--- src/core/ncbo_regs.svh ---
/*
  Register offsets, field positions and reset values of the negate,
  compare and bit-operation datapath slice.
  Assumes a 9-bit byte address on the plain register port; bit 8 set
  selects the data-memory window.
*/
`ifndef NCBO_REGS_SVH
`define NCBO_REGS_SVH

`define NCBO_REG_FLAGS             9'h000
`define NCBO_REG_FIRST_PORT_DATA   9'h001
`define NCBO_REG_SECOND_PORT_DATA  9'h002
`define NCBO_REG_FIRST_PORT_DIR    9'h003
`define NCBO_REG_SECOND_PORT_DIR   9'h004
`define NCBO_REG_FIRST_PORT_PIN    9'h005
`define NCBO_REG_SECOND_PORT_PIN   9'h006
`define NCBO_REG_STATUS            9'h007

`define NCBO_MEM_WIN_BIT           8
`define NCBO_STATUS_BUSY_BIT       0
`define NCBO_STATUS_DONE_BIT       1

`define NCBO_FLAGS_RST             4'h0
`define NCBO_PORT_RST              8'h00
`define NCBO_DIR_RST               8'h00

`endif

--- src/core/ncbo_pkg.sv ---
/*
  Types shared by the datapath slice: operation codes, the command
  carried from the decoder, the flag word and the sequencer states.
  Assumes the decoder supplies one command at a time.
*/
package ncbo_pkg;

  localparam int NCBO_NPORT = 2;

  typedef enum logic [3:0] {
    OP_NOP                   = 4'b0000,
    OP_NEG_MEM               = 4'b0001,
    OP_CMP_REG_MEM           = 4'b0010,
    OP_CMP_MEM_REG           = 4'b0011,
    OP_BIT_FORCE_HIGH_OP_MEM = 4'b0100,
    OP_BIT_CLEAR_OP_MEM      = 4'b0101,
    OP_BIT_CLEAR_OP_IO       = 4'b0110,
    OP_BIT_FORCE_HIGH_OP_IO  = 4'b0111,
    OP_IO_SWAP_CARRY         = 4'b1000
  } ncbo_op_t;

  typedef struct packed {
    ncbo_op_t   op;
    logic       port_sel;
    logic [2:0] bit_sel;
    logic [7:0] mem_addr;
    logic [7:0] working_register;
  } ncbo_cmd_t;

  typedef struct packed {
    logic signed_range_flag;
    logic half_carry_flag;
    logic carry;
    logic zero;
  } ncbo_flags_t;

  typedef enum logic {
    ST_IDLE = 1'b0,
    ST_EXEC = 1'b1
  } ncbo_state_t;

endpackage

--- src/core/ncbo_ram.sv ---
/*
  Small data memory: one write port, two read ports whose data come
  out of registers one cycle after the address.
  Assumes both users sit on the same clock.
*/
`timescale 1ns/10ps

module ncbo_ram #(
  parameter int AW = 6,
  parameter int DW = 8
) (
  input  wire logic          clk,
  input  wire logic          rst_n,
  input  wire logic          we,
  input  wire logic [AW-1:0] waddr,
  input  wire logic [DW-1:0] wdata,
  input  wire logic [AW-1:0] raddr_a,
  output logic      [DW-1:0] rdata_a,
  input  wire logic [AW-1:0] raddr_b,
  output logic      [DW-1:0] rdata_b
);

  logic [DW-1:0] mem [0:(1<<AW)-1];

  if (AW < 1 || AW > 8) begin : g_bad_aw
    $error("ncbo_ram: AW must be 1 to 8");
  end

  always_ff @(posedge clk) begin
    if (we) begin
      mem[waddr] <= wdata;
    end
  end

  always_ff @(posedge clk or negedge rst_n) begin
    if (!rst_n) begin
      rdata_a <= '0;
      rdata_b <= '0;
    end else begin
      rdata_a <= mem[raddr_a];
      rdata_b <= mem[raddr_b];
    end
  end

endmodule // ncbo_ram

--- src/core/ncbo_core.sv ---
/*
  Execution slice for negate-memory, the two compare forms and the
  single-bit operations on I/O port bits and memory bits, with the two
  I/O ports, their direction registers, the flag register and a plain
  register port.
  Assumes the decoder holds CMD stable while CMD_VALID is high and
  CMD_READY is low, and that pin inputs are asynchronous.
*/
`timescale 1ns/10ps
`include "ncbo_regs.svh"

// Function
// - negate-memory writes the two's complement back and updates only zero.
// - compare register-first flags working register minus memory, no write.
// - compare memory-first flags memory minus working register, no write.
// - in a compare carry is a borrow and zero marks equal operands.
// - I/O bit clear drives the chosen port bit low, other bits and flags kept.
// - I/O bit set drives the chosen port bit high, other bits and flags kept.
// - I/O carry swap exchanges the port bit and carry, touching only carry.
// - on an output bit the swap puts the old carry into the port bit.
// - on an input bit the swap loads the synchronised pin level into carry.
// - memory bit set forces the chosen bit high, others and flags kept.
module ncbo_core
  import ncbo_pkg::*;
#(
  parameter int MEM_AW = 6
) (
  input  wire logic                        CLK,
  input  wire logic                        RST_N,
  input  wire logic                        CMD_VALID,
  input  wire ncbo_cmd_t                   CMD,
  output logic                             CMD_READY,
  output logic                             DONE,
  output ncbo_flags_t                      FLAGS,
  input  wire logic [8:0]                  BUS_ADDR,
  input  wire logic [7:0]                  BUS_WDATA,
  input  wire logic                        BUS_WR,
  input  wire logic                        BUS_RD,
  output logic      [7:0]                  BUS_RDATA,
  input  wire logic [NCBO_NPORT-1:0][7:0]  PIN_IN,
  output logic      [NCBO_NPORT-1:0][7:0]  PIN_OUT,
  output logic      [NCBO_NPORT-1:0][7:0]  PIN_OE
);

  ncbo_state_t                  state_reg;
  ncbo_cmd_t                    cmd_reg;
  ncbo_flags_t                  flags_reg;
  ncbo_flags_t                  flags_next;
  logic                         done_reg;
  logic                         take;
  logic                         is_mem_op;
  logic                         is_io_op;
  logic                         exec;
  logic                         flag_bus_wr;
  logic                         eng_wr;
  logic      [7:0]              eng_wdata;
  logic      [7:0]              mem_rdata;
  logic      [7:0]              bus_mem_rdata;
  logic      [7:0]              mask_take;
  logic      [7:0]              mask_exec;
  logic      [7:0]              minuend;
  logic      [7:0]              subtrahend;
  logic      [8:0]              diff;
  logic                         swap_src;
  logic                         bus_mem_wr;
  logic                         rd_mem_reg;
  logic      [7:0]              bus_rdata_reg;
  logic      [7:0]              reg_rdata_next;
  logic [NCBO_NPORT-1:0][7:0]   port_q;
  logic [NCBO_NPORT-1:0][7:0]   dir_q;
  logic [NCBO_NPORT-1:0][7:0]   pin_q;

  if (MEM_AW < 1 || MEM_AW > 8) begin : g_bad_aw
    $error("ncbo_core: MEM_AW must be 1 to 8");
  end

  assign exec        = (state_reg == ST_EXEC);
  assign CMD_READY   = (state_reg == ST_IDLE);
  assign take        = CMD_VALID && CMD_READY;
  assign is_mem_op   = CMD.op inside {OP_NEG_MEM, OP_CMP_REG_MEM,
                       OP_CMP_MEM_REG, OP_BIT_FORCE_HIGH_OP_MEM,
                       OP_BIT_CLEAR_OP_MEM};
  assign is_io_op    = CMD.op inside {OP_BIT_CLEAR_OP_IO,
                       OP_BIT_FORCE_HIGH_OP_IO, OP_IO_SWAP_CARRY};
  assign mask_take   = 8'h01 << CMD.bit_sel;
  assign mask_exec   = 8'h01 << cmd_reg.bit_sel;
  assign flag_bus_wr = BUS_WR && (BUS_ADDR == `NCBO_REG_FLAGS);
  assign DONE        = done_reg;
  assign FLAGS       = flags_reg;

  // memory operations read in the take cycle and finish one cycle later
  always_ff @(posedge CLK or negedge RST_N) begin
    if (!RST_N) begin
      state_reg <= ST_IDLE;
    end else begin
      case (state_reg)
        ST_IDLE: state_reg <= (take && is_mem_op) ? ST_EXEC : ST_IDLE;
        default: state_reg <= ST_IDLE;
      endcase
    end
  end

  always_ff @(posedge CLK or negedge RST_N) begin
    if (!RST_N) begin
      cmd_reg <= '0;
    end else if (take) begin
      cmd_reg <= CMD;
    end
  end

  always_ff @(posedge CLK or negedge RST_N) begin
    if (!RST_N) begin
      done_reg <= 1'b0;
    end else begin
      done_reg <= (take && !is_mem_op) || exec;
    end
  end

  // operand order of the subtraction follows the compare form
  always_comb begin
    minuend    = cmd_reg.working_register;
    subtrahend = mem_rdata;
    if (cmd_reg.op == OP_CMP_MEM_REG) begin
      minuend    = mem_rdata;
      subtrahend = cmd_reg.working_register;
    end
    diff = {1'b0, minuend} - {1'b0, subtrahend};
  end

  always_comb begin
    eng_wr    = 1'b0;
    eng_wdata = mem_rdata;
    if (exec) begin
      case (cmd_reg.op)
        OP_NEG_MEM: begin
          eng_wr    = 1'b1;
          eng_wdata = 8'h00 - mem_rdata;
        end
        OP_BIT_FORCE_HIGH_OP_MEM: begin
          eng_wr    = 1'b1;
          eng_wdata = mem_rdata | mask_exec;
        end
        OP_BIT_CLEAR_OP_MEM: begin
          eng_wr    = 1'b1;
          eng_wdata = mem_rdata & ~mask_exec;
        end
        default: begin
          eng_wr    = 1'b0;
        end
      endcase
    end
  end

  // carry source of the swap depends on the bit's direction
  assign swap_src = dir_q[CMD.port_sel][CMD.bit_sel]
                  ? port_q[CMD.port_sel][CMD.bit_sel]
                  : pin_q[CMD.port_sel][CMD.bit_sel];

  // datapath updates override a software write in the same cycle
  always_comb begin
    flags_next = flags_reg;
    if (flag_bus_wr) begin
      flags_next = ncbo_flags_t'(BUS_WDATA[3:0]);
    end
    if (exec && cmd_reg.op == OP_NEG_MEM) begin
      flags_next.zero = (eng_wdata == 8'h00);
    end
    if (exec && (cmd_reg.op == OP_CMP_REG_MEM ||
                 cmd_reg.op == OP_CMP_MEM_REG)) begin
      flags_next.zero              = (diff[7:0] == 8'h00);
      flags_next.carry             = diff[8];
      flags_next.half_carry_flag   = minuend[3:0] < subtrahend[3:0];
      flags_next.signed_range_flag = (minuend[7] ^ subtrahend[7]) &
                                     (minuend[7] ^ diff[7]);
    end
    if (take && CMD.op == OP_IO_SWAP_CARRY) begin
      flags_next.carry = swap_src;
    end
  end

  always_ff @(posedge CLK or negedge RST_N) begin
    if (!RST_N) begin
      flags_reg <= ncbo_flags_t'(`NCBO_FLAGS_RST);
    end else begin
      flags_reg <= flags_next;
    end
  end

  for (genvar p = 0; p < NCBO_NPORT; p++) begin : g_port
    localparam logic [8:0] DATA_ADDR = (p == 0) ?
      `NCBO_REG_FIRST_PORT_DATA : `NCBO_REG_SECOND_PORT_DATA;
    localparam logic [8:0] DIR_ADDR = (p == 0) ?
      `NCBO_REG_FIRST_PORT_DIR : `NCBO_REG_SECOND_PORT_DIR;
    logic [7:0] meta_reg;
    logic [7:0] pin_reg;
    logic [7:0] data_reg;
    logic [7:0] dir_reg;
    logic       hit;

    assign hit = take && is_io_op && (CMD.port_sel == 1'(p));

    always_ff @(posedge CLK or negedge RST_N) begin
      if (!RST_N) begin
        meta_reg <= 8'h00;
        pin_reg  <= 8'h00;
      end else begin
        meta_reg <= PIN_IN[p];
        pin_reg  <= meta_reg;
      end
    end

    always_ff @(posedge CLK or negedge RST_N) begin
      if (!RST_N) begin
        data_reg <= `NCBO_PORT_RST;
      end else if (hit) begin
        case (CMD.op)
          OP_BIT_CLEAR_OP_IO: begin
            data_reg <= data_reg & ~mask_take;
          end
          OP_BIT_FORCE_HIGH_OP_IO: begin
            data_reg <= data_reg | mask_take;
          end
          default: begin
            data_reg <= (data_reg & ~mask_take) |
                        (flags_reg.carry ? mask_take : 8'h00);
          end
        endcase
      end else if (BUS_WR && BUS_ADDR == DATA_ADDR) begin
        data_reg <= BUS_WDATA;
      end
    end

    always_ff @(posedge CLK or negedge RST_N) begin
      if (!RST_N) begin
        dir_reg <= `NCBO_DIR_RST;
      end else if (BUS_WR && BUS_ADDR == DIR_ADDR) begin
        dir_reg <= BUS_WDATA;
      end
    end

    assign port_q[p] = data_reg;
    assign dir_q[p]  = dir_reg;
    assign pin_q[p]  = pin_reg;
  end

  assign PIN_OUT = port_q;
  assign PIN_OE  = dir_q;

  // the datapath write wins the single write port
  assign bus_mem_wr = BUS_WR && BUS_ADDR[`NCBO_MEM_WIN_BIT] && !eng_wr;

  ncbo_ram #(
    .AW (MEM_AW),
    .DW (8)
  ) u_ram (
    .clk     (CLK),
    .rst_n   (RST_N),
    .we      (eng_wr || bus_mem_wr),
    .waddr   (eng_wr ? cmd_reg.mem_addr[MEM_AW-1:0]
                     : BUS_ADDR[MEM_AW-1:0]),
    .wdata   (eng_wr ? eng_wdata : BUS_WDATA),
    .raddr_a (CMD.mem_addr[MEM_AW-1:0]),
    .rdata_a (mem_rdata),
    .raddr_b (BUS_ADDR[MEM_AW-1:0]),
    .rdata_b (bus_mem_rdata)
  );

  always_comb begin
    reg_rdata_next = 8'h00;
    if (BUS_ADDR == `NCBO_REG_FLAGS) begin
      reg_rdata_next = {4'h0, flags_reg};
    end else if (BUS_ADDR == `NCBO_REG_FIRST_PORT_DATA) begin
      reg_rdata_next = port_q[0];
    end else if (BUS_ADDR == `NCBO_REG_SECOND_PORT_DATA) begin
      reg_rdata_next = port_q[1];
    end else if (BUS_ADDR == `NCBO_REG_FIRST_PORT_DIR) begin
      reg_rdata_next = dir_q[0];
    end else if (BUS_ADDR == `NCBO_REG_SECOND_PORT_DIR) begin
      reg_rdata_next = dir_q[1];
    end else if (BUS_ADDR == `NCBO_REG_FIRST_PORT_PIN) begin
      reg_rdata_next = pin_q[0];
    end else if (BUS_ADDR == `NCBO_REG_SECOND_PORT_PIN) begin
      reg_rdata_next = pin_q[1];
    end else if (BUS_ADDR == `NCBO_REG_STATUS) begin
      reg_rdata_next[`NCBO_STATUS_BUSY_BIT] = exec;
      reg_rdata_next[`NCBO_STATUS_DONE_BIT] = done_reg;
    end
  end

  // read data stand only in the cycle after the strobe
  always_ff @(posedge CLK or negedge RST_N) begin
    if (!RST_N) begin
      rd_mem_reg    <= 1'b0;
      bus_rdata_reg <= 8'h00;
    end else begin
      rd_mem_reg    <= BUS_RD && BUS_ADDR[`NCBO_MEM_WIN_BIT];
      bus_rdata_reg <= (BUS_RD && !BUS_ADDR[`NCBO_MEM_WIN_BIT])
                     ? reg_rdata_next : 8'h00;
    end
  end

  assign BUS_RDATA = rd_mem_reg ? bus_mem_rdata : bus_rdata_reg;

  // helper: selected port value before an I/O operation
  logic [7:0] chk_port_before;
  always_ff @(posedge CLK or negedge RST_N) begin
    if (!RST_N) begin
      chk_port_before <= 8'h00;
    end else begin
      chk_port_before <= port_q[CMD.port_sel];
    end
  end
endmodule // ncbo_core

--- config.mk ---
export PLATFORM = sky130hd
export DESIGN_NAME = ncbo_core
export DESIGN_NICKNAME = d
export VERILOG_FILES = /design/src/core/ncbo_pkg.sv /design/src/core/ncbo_ram.sv /design/src/core/ncbo_core.sv
export VERILOG_INCLUDE_DIRS = /design/src /design/src/core
export SDC_FILE = /design/constraint.sdc
export NUM_CORES = 1
export LEC_CHECK = 0
export BUFFER_PORTS_ARGS = -buffer_cell sky130_fd_sc_hd__buf_2
export CORE_ASPECT_RATIO = 1.1
export CORE_UTILIZATION = 62
export CTS_BUF_LIST = sky130_fd_sc_hd__clkbuf_16
export CTS_CLUSTER_DIAMETER = 80
export DETAILED_ROUTE_END_ITERATION = 10
export GPL_TIMING_DRIVEN = 0
export PLACE_DENSITY_LB_ADDON = 0.08
export SYNTH_ARGS = -nofsm -noshare
export SYNTH_HDL_FRONTEND = slang
export SYNTH_SLANG_ARGS = --single-unit
--- constraint.sdc ---
create_clock -name CLK -period 5.8 [get_ports CLK]
set_input_delay 1.16 -clock CLK [delete_from_list [all_inputs] [get_ports CLK]]
set_output_delay 1.16 -clock CLK [all_outputs]
set_load 0.01 [all_outputs]
==> results.json <==
{
  "status": "complete, no violations",
  "crit_cells": 7,
  "core_area_um2": 47800,
  "whs_path_depth": 0,
  "grt_first_pass_wirelength_um": 126000,
  "seq_area_frac_synth_pct": 60.7,
  "hold_ws_ps": 346,
  "r2r_setup_slack_ps": 1560,
  "fp.dieH_um": 233,
  "cts_inserted_buffers": 61,
  "use_met2_pct": 56.9,
  "synth_top_area_cell": "edfxtp_1",
  "maxCapViolations": 0,
  "overflow": 0,
  "grt_busiest_layer": "met2",
  "drtIter0Drc": 2491,
  "yosysTopAreaCellShare_pct": 51.1,
  "path_clk_slew_ps": 70,
  "netlist_area_um2": 30100,
  "area_delta_synth_final_pct": 12.1,
  "worst_path_max_delay_cell": "nor2_1",
  "fillers": 3054,
  "layout.nets": 1928,
  "slew_headroom_pct": 3.24,
  "dpl_cell_area_um2": 31600,
  "via_count": 18500,
  "routed_wl_um": 87100,
  "reg2reg_from": "cmd_reg[20]",
  "ios": 108,
  "hold_viol": 0,
  "cts_tree": "done",
  "reg2regPathDepth": 7,
  "grt_max_degree": 76,
  "cts_resized": 0,
  "gp_congestion": 0.976,
  "muxShareOfSynthArea_pct": 27.9,
  "portBuffers": 91,
  "synth-compound-area-share_pct": 3.66,
  "dieArea_um2": 49500,
  "post-route-util_pct": 70.6,
  "setup_tns_ps": 0,
  "wl_per_cell_um": 34.0,
  "slew_violations": 0,
  "path_delay_family": "buffers and inverters",
  "crit_arrival_ps": 4780,
  "max_stage_delay_ps": 860,
  "peakVddDrop_mv": 0.269,
  "postSynthCellCount": 1702,
  "initial_core_util_pct": 63.0,
  "clock-sinks": 628,
  "synthTopCellsByArea": "edfxtp_1 51%, mux4_2 26%, dfrtp_1 9.6%, nor2_1 1.4%, nand2_1 1.3%",
  "finalCritPeriodShare_pct": 78.0,
  "leakagePower_nw": 11.3,
  "path_buf_inv": 4,
  "worstSetupPathType": "input port to flip-flop",
  "syn_nets": 1766,
  "synth_cell_type_count": 66,
  "worstHoldStart": "g_port[1].meta_reg[3]",
  "grt_usage_pct": 36.7,
  "die_w_um": 212,
  "antenna_found_initial": 6,
  "hold_end": "g_port[1].pin_reg[3]",
  "critPathCaptureType": "flip-flop",
  "grtUsageMet3_pct": 8.20,
  "max_freq_mhz": 221,
  "dpl.hpwl_um": 62800,
  "largest_register_ff_count": 512,
  "synth_edf_count": 512,
  "synth_top_family_by_area": "multiplexers",
  "hold_buffers": 0,
  "multi_input_area_um2": 11300,
  "clk_path_buf_depth": 3,
  "critPathMostFrequentCell": "clkbuf_1",
  "setup_viol": 0,
  "cts.htree.levels": 2,
  "synthAdderAreaFrac_pct": 0.253,
  "ys_ff_latch": 628,
  "avgViaCountPerCell": 7.23,
  "synth_ff_type": "edfxtp_1",
  "postCtsSetupBuffers": 0,
  "worstPathMaxFanout": 10,
  "yosysWarnings": 0,
  "synth_xor_area_share_pct": 0.320,
  "p_per_area_nw_per_um2": 316,
  "first_pass_iters": 5,
  "rows": 84,
  "p_total_mw": 10.7,
  "rsz0062_at_grt": "false",
  "insertion_delay_ps": 640,
  "cp_data_required_time_ps": 6060,
  "fin_crit_ps": 4520,
  "hp-class": "flip-flop to flip-flop",
  "worstMarginPinSlew_ps": 1440,
  "postSynthAreaPerCell_um2": 17.7,
  "root_buffer": "clkbuf_16",
  "final_antenna_net_count": 0,
  "synth_simple_gate_area_share_pct": 5.22,
  "grt_pass1_vias": 18300,
  "synthArstFlopShare_pct": 18.5,
  "cp-start-kind": "input port",
  "reg2reg_to": "u_ram.mem[4][0]",
  "critical_path.cell_chain": "clkbuf_1 -> clkbuf_1 -> clkbuf_1 -> a31oi_1 -> or2_2 -> clkbuf_1 -> nor2_1",
  "finClkSkew_ps": 23.8,
  "met1_usage_pct": 50.1,
  "fin_area_um2": 33800,
  "drive_gt1_share_pct": 31.7,
  "seqCellArea_um2": 18300,
  "drc_errors": 0
}
-- cell usage in the layout, fill, tap and decap left out, drive strengths merged, types with 5 or more instances in the layout --
cell and instances:
a21oi 41, a22oi 15, a31oi 17, and2 6
and3 5, buf 144, bufinv 12, clkbuf 151
clkinv 28, dfrtp 116, edfxtp 512, inv 31
maj3 5, mux2 29, mux2i 20, mux4 349
nand2 107, nand2b 9, nand3 20, nand3b 9
nand4 7, nor2 114, nor2b 10, nor3 14
nor3b 7, nor4 6, o211ai 12, o21ai 41
o22ai 11, or2 10, xnor2 8
-- cell usage after synthesis (17+ instances only) --
master / number
a21oi_1: 40
a31oi_1: 17
buf_1: 36
clkbuf_1: 86
dfrtp_1: 116
edfxtp_1: 512
inv_1: 20
mux2_2: 29
mux2i_1: 20
mux4_2: 349
nand2_1: 107
nand3_1: 20
nor2_1: 113
o21ai_0: 41
-- per-layer routing --
metal | vias to the layer above | wire length, um
li1 | 7386 | -
met1 | 9540 | 30800
met2 | 1357 | 41300
met3 | 241 | 10300
met4 | 8 | 4620
met5 | - | 57
-- through the flow --
stage          std cells  setup WS [ps]
6_report            2563           1280
5_1_grt             2560           1270
4_1_cts             2560           1430
3_5_place_dp        2446            776
3_3_place_gp        2438          -2810
2_1_floorplan       1702            960
-- how the worst max path moves through the flow --
stage,from,end
final,BUS_ADDR[1],u_ram.mem[7][3]
after CTS,BUS_ADDR[1],u_ram.mem[7][3]
after detailed placement,BUS_ADDR[1],u_ram.mem[7][2]
after global routing,BUS_ADDR[1],u_ram.mem[15][2]
after floorplan,cmd_reg[20],u_ram.mem[0][6]
after global placement,cmd_reg[20],u_ram.mem[22][5]
-- cell families after synthesis --
logic type                 Yosys count
DFF                                628
adders and majority gates            7
xor gates and xnor gates            11
buffers and inverters              154
and+or+nand+nor                    336
muxes                              398
AOI/OAI and AO/OA                  168
-- worst register-to-register path, stage by stage (launching register included) --
cell	delay (ps)
dfrtp_1	350
buf_2	190
o211ai_1	730
clkbuf_1	590
a31oi_1	320
or2_2	340
clkbuf_1	450
nor2_1	870
-- report_power, final --
group	total [mW]	switching, mW	internal (mW)
Combinational	1.30	0.782	0.517
Sequential	5.13	0.120	5.01
Clock	4.23	1.74	2.49
Total	10.7	2.64	8.02
-- area by class of cell --
cell class                      instances  share of cell area [%]
Clock buffer                           63                    4.67
Timing Repair Buffer                   99                    1.90
Clock inverter                         51                    1.60
Multi-Input combinational cell        920                    33.5
Tap cell                              645                    2.39
Buffer                                133                    1.56
Antenna cell                            3                  0.0222
Sequential cell                       628                    54.1
Inverter                               21                   0.234
Power figures use the tool's default switching activity.
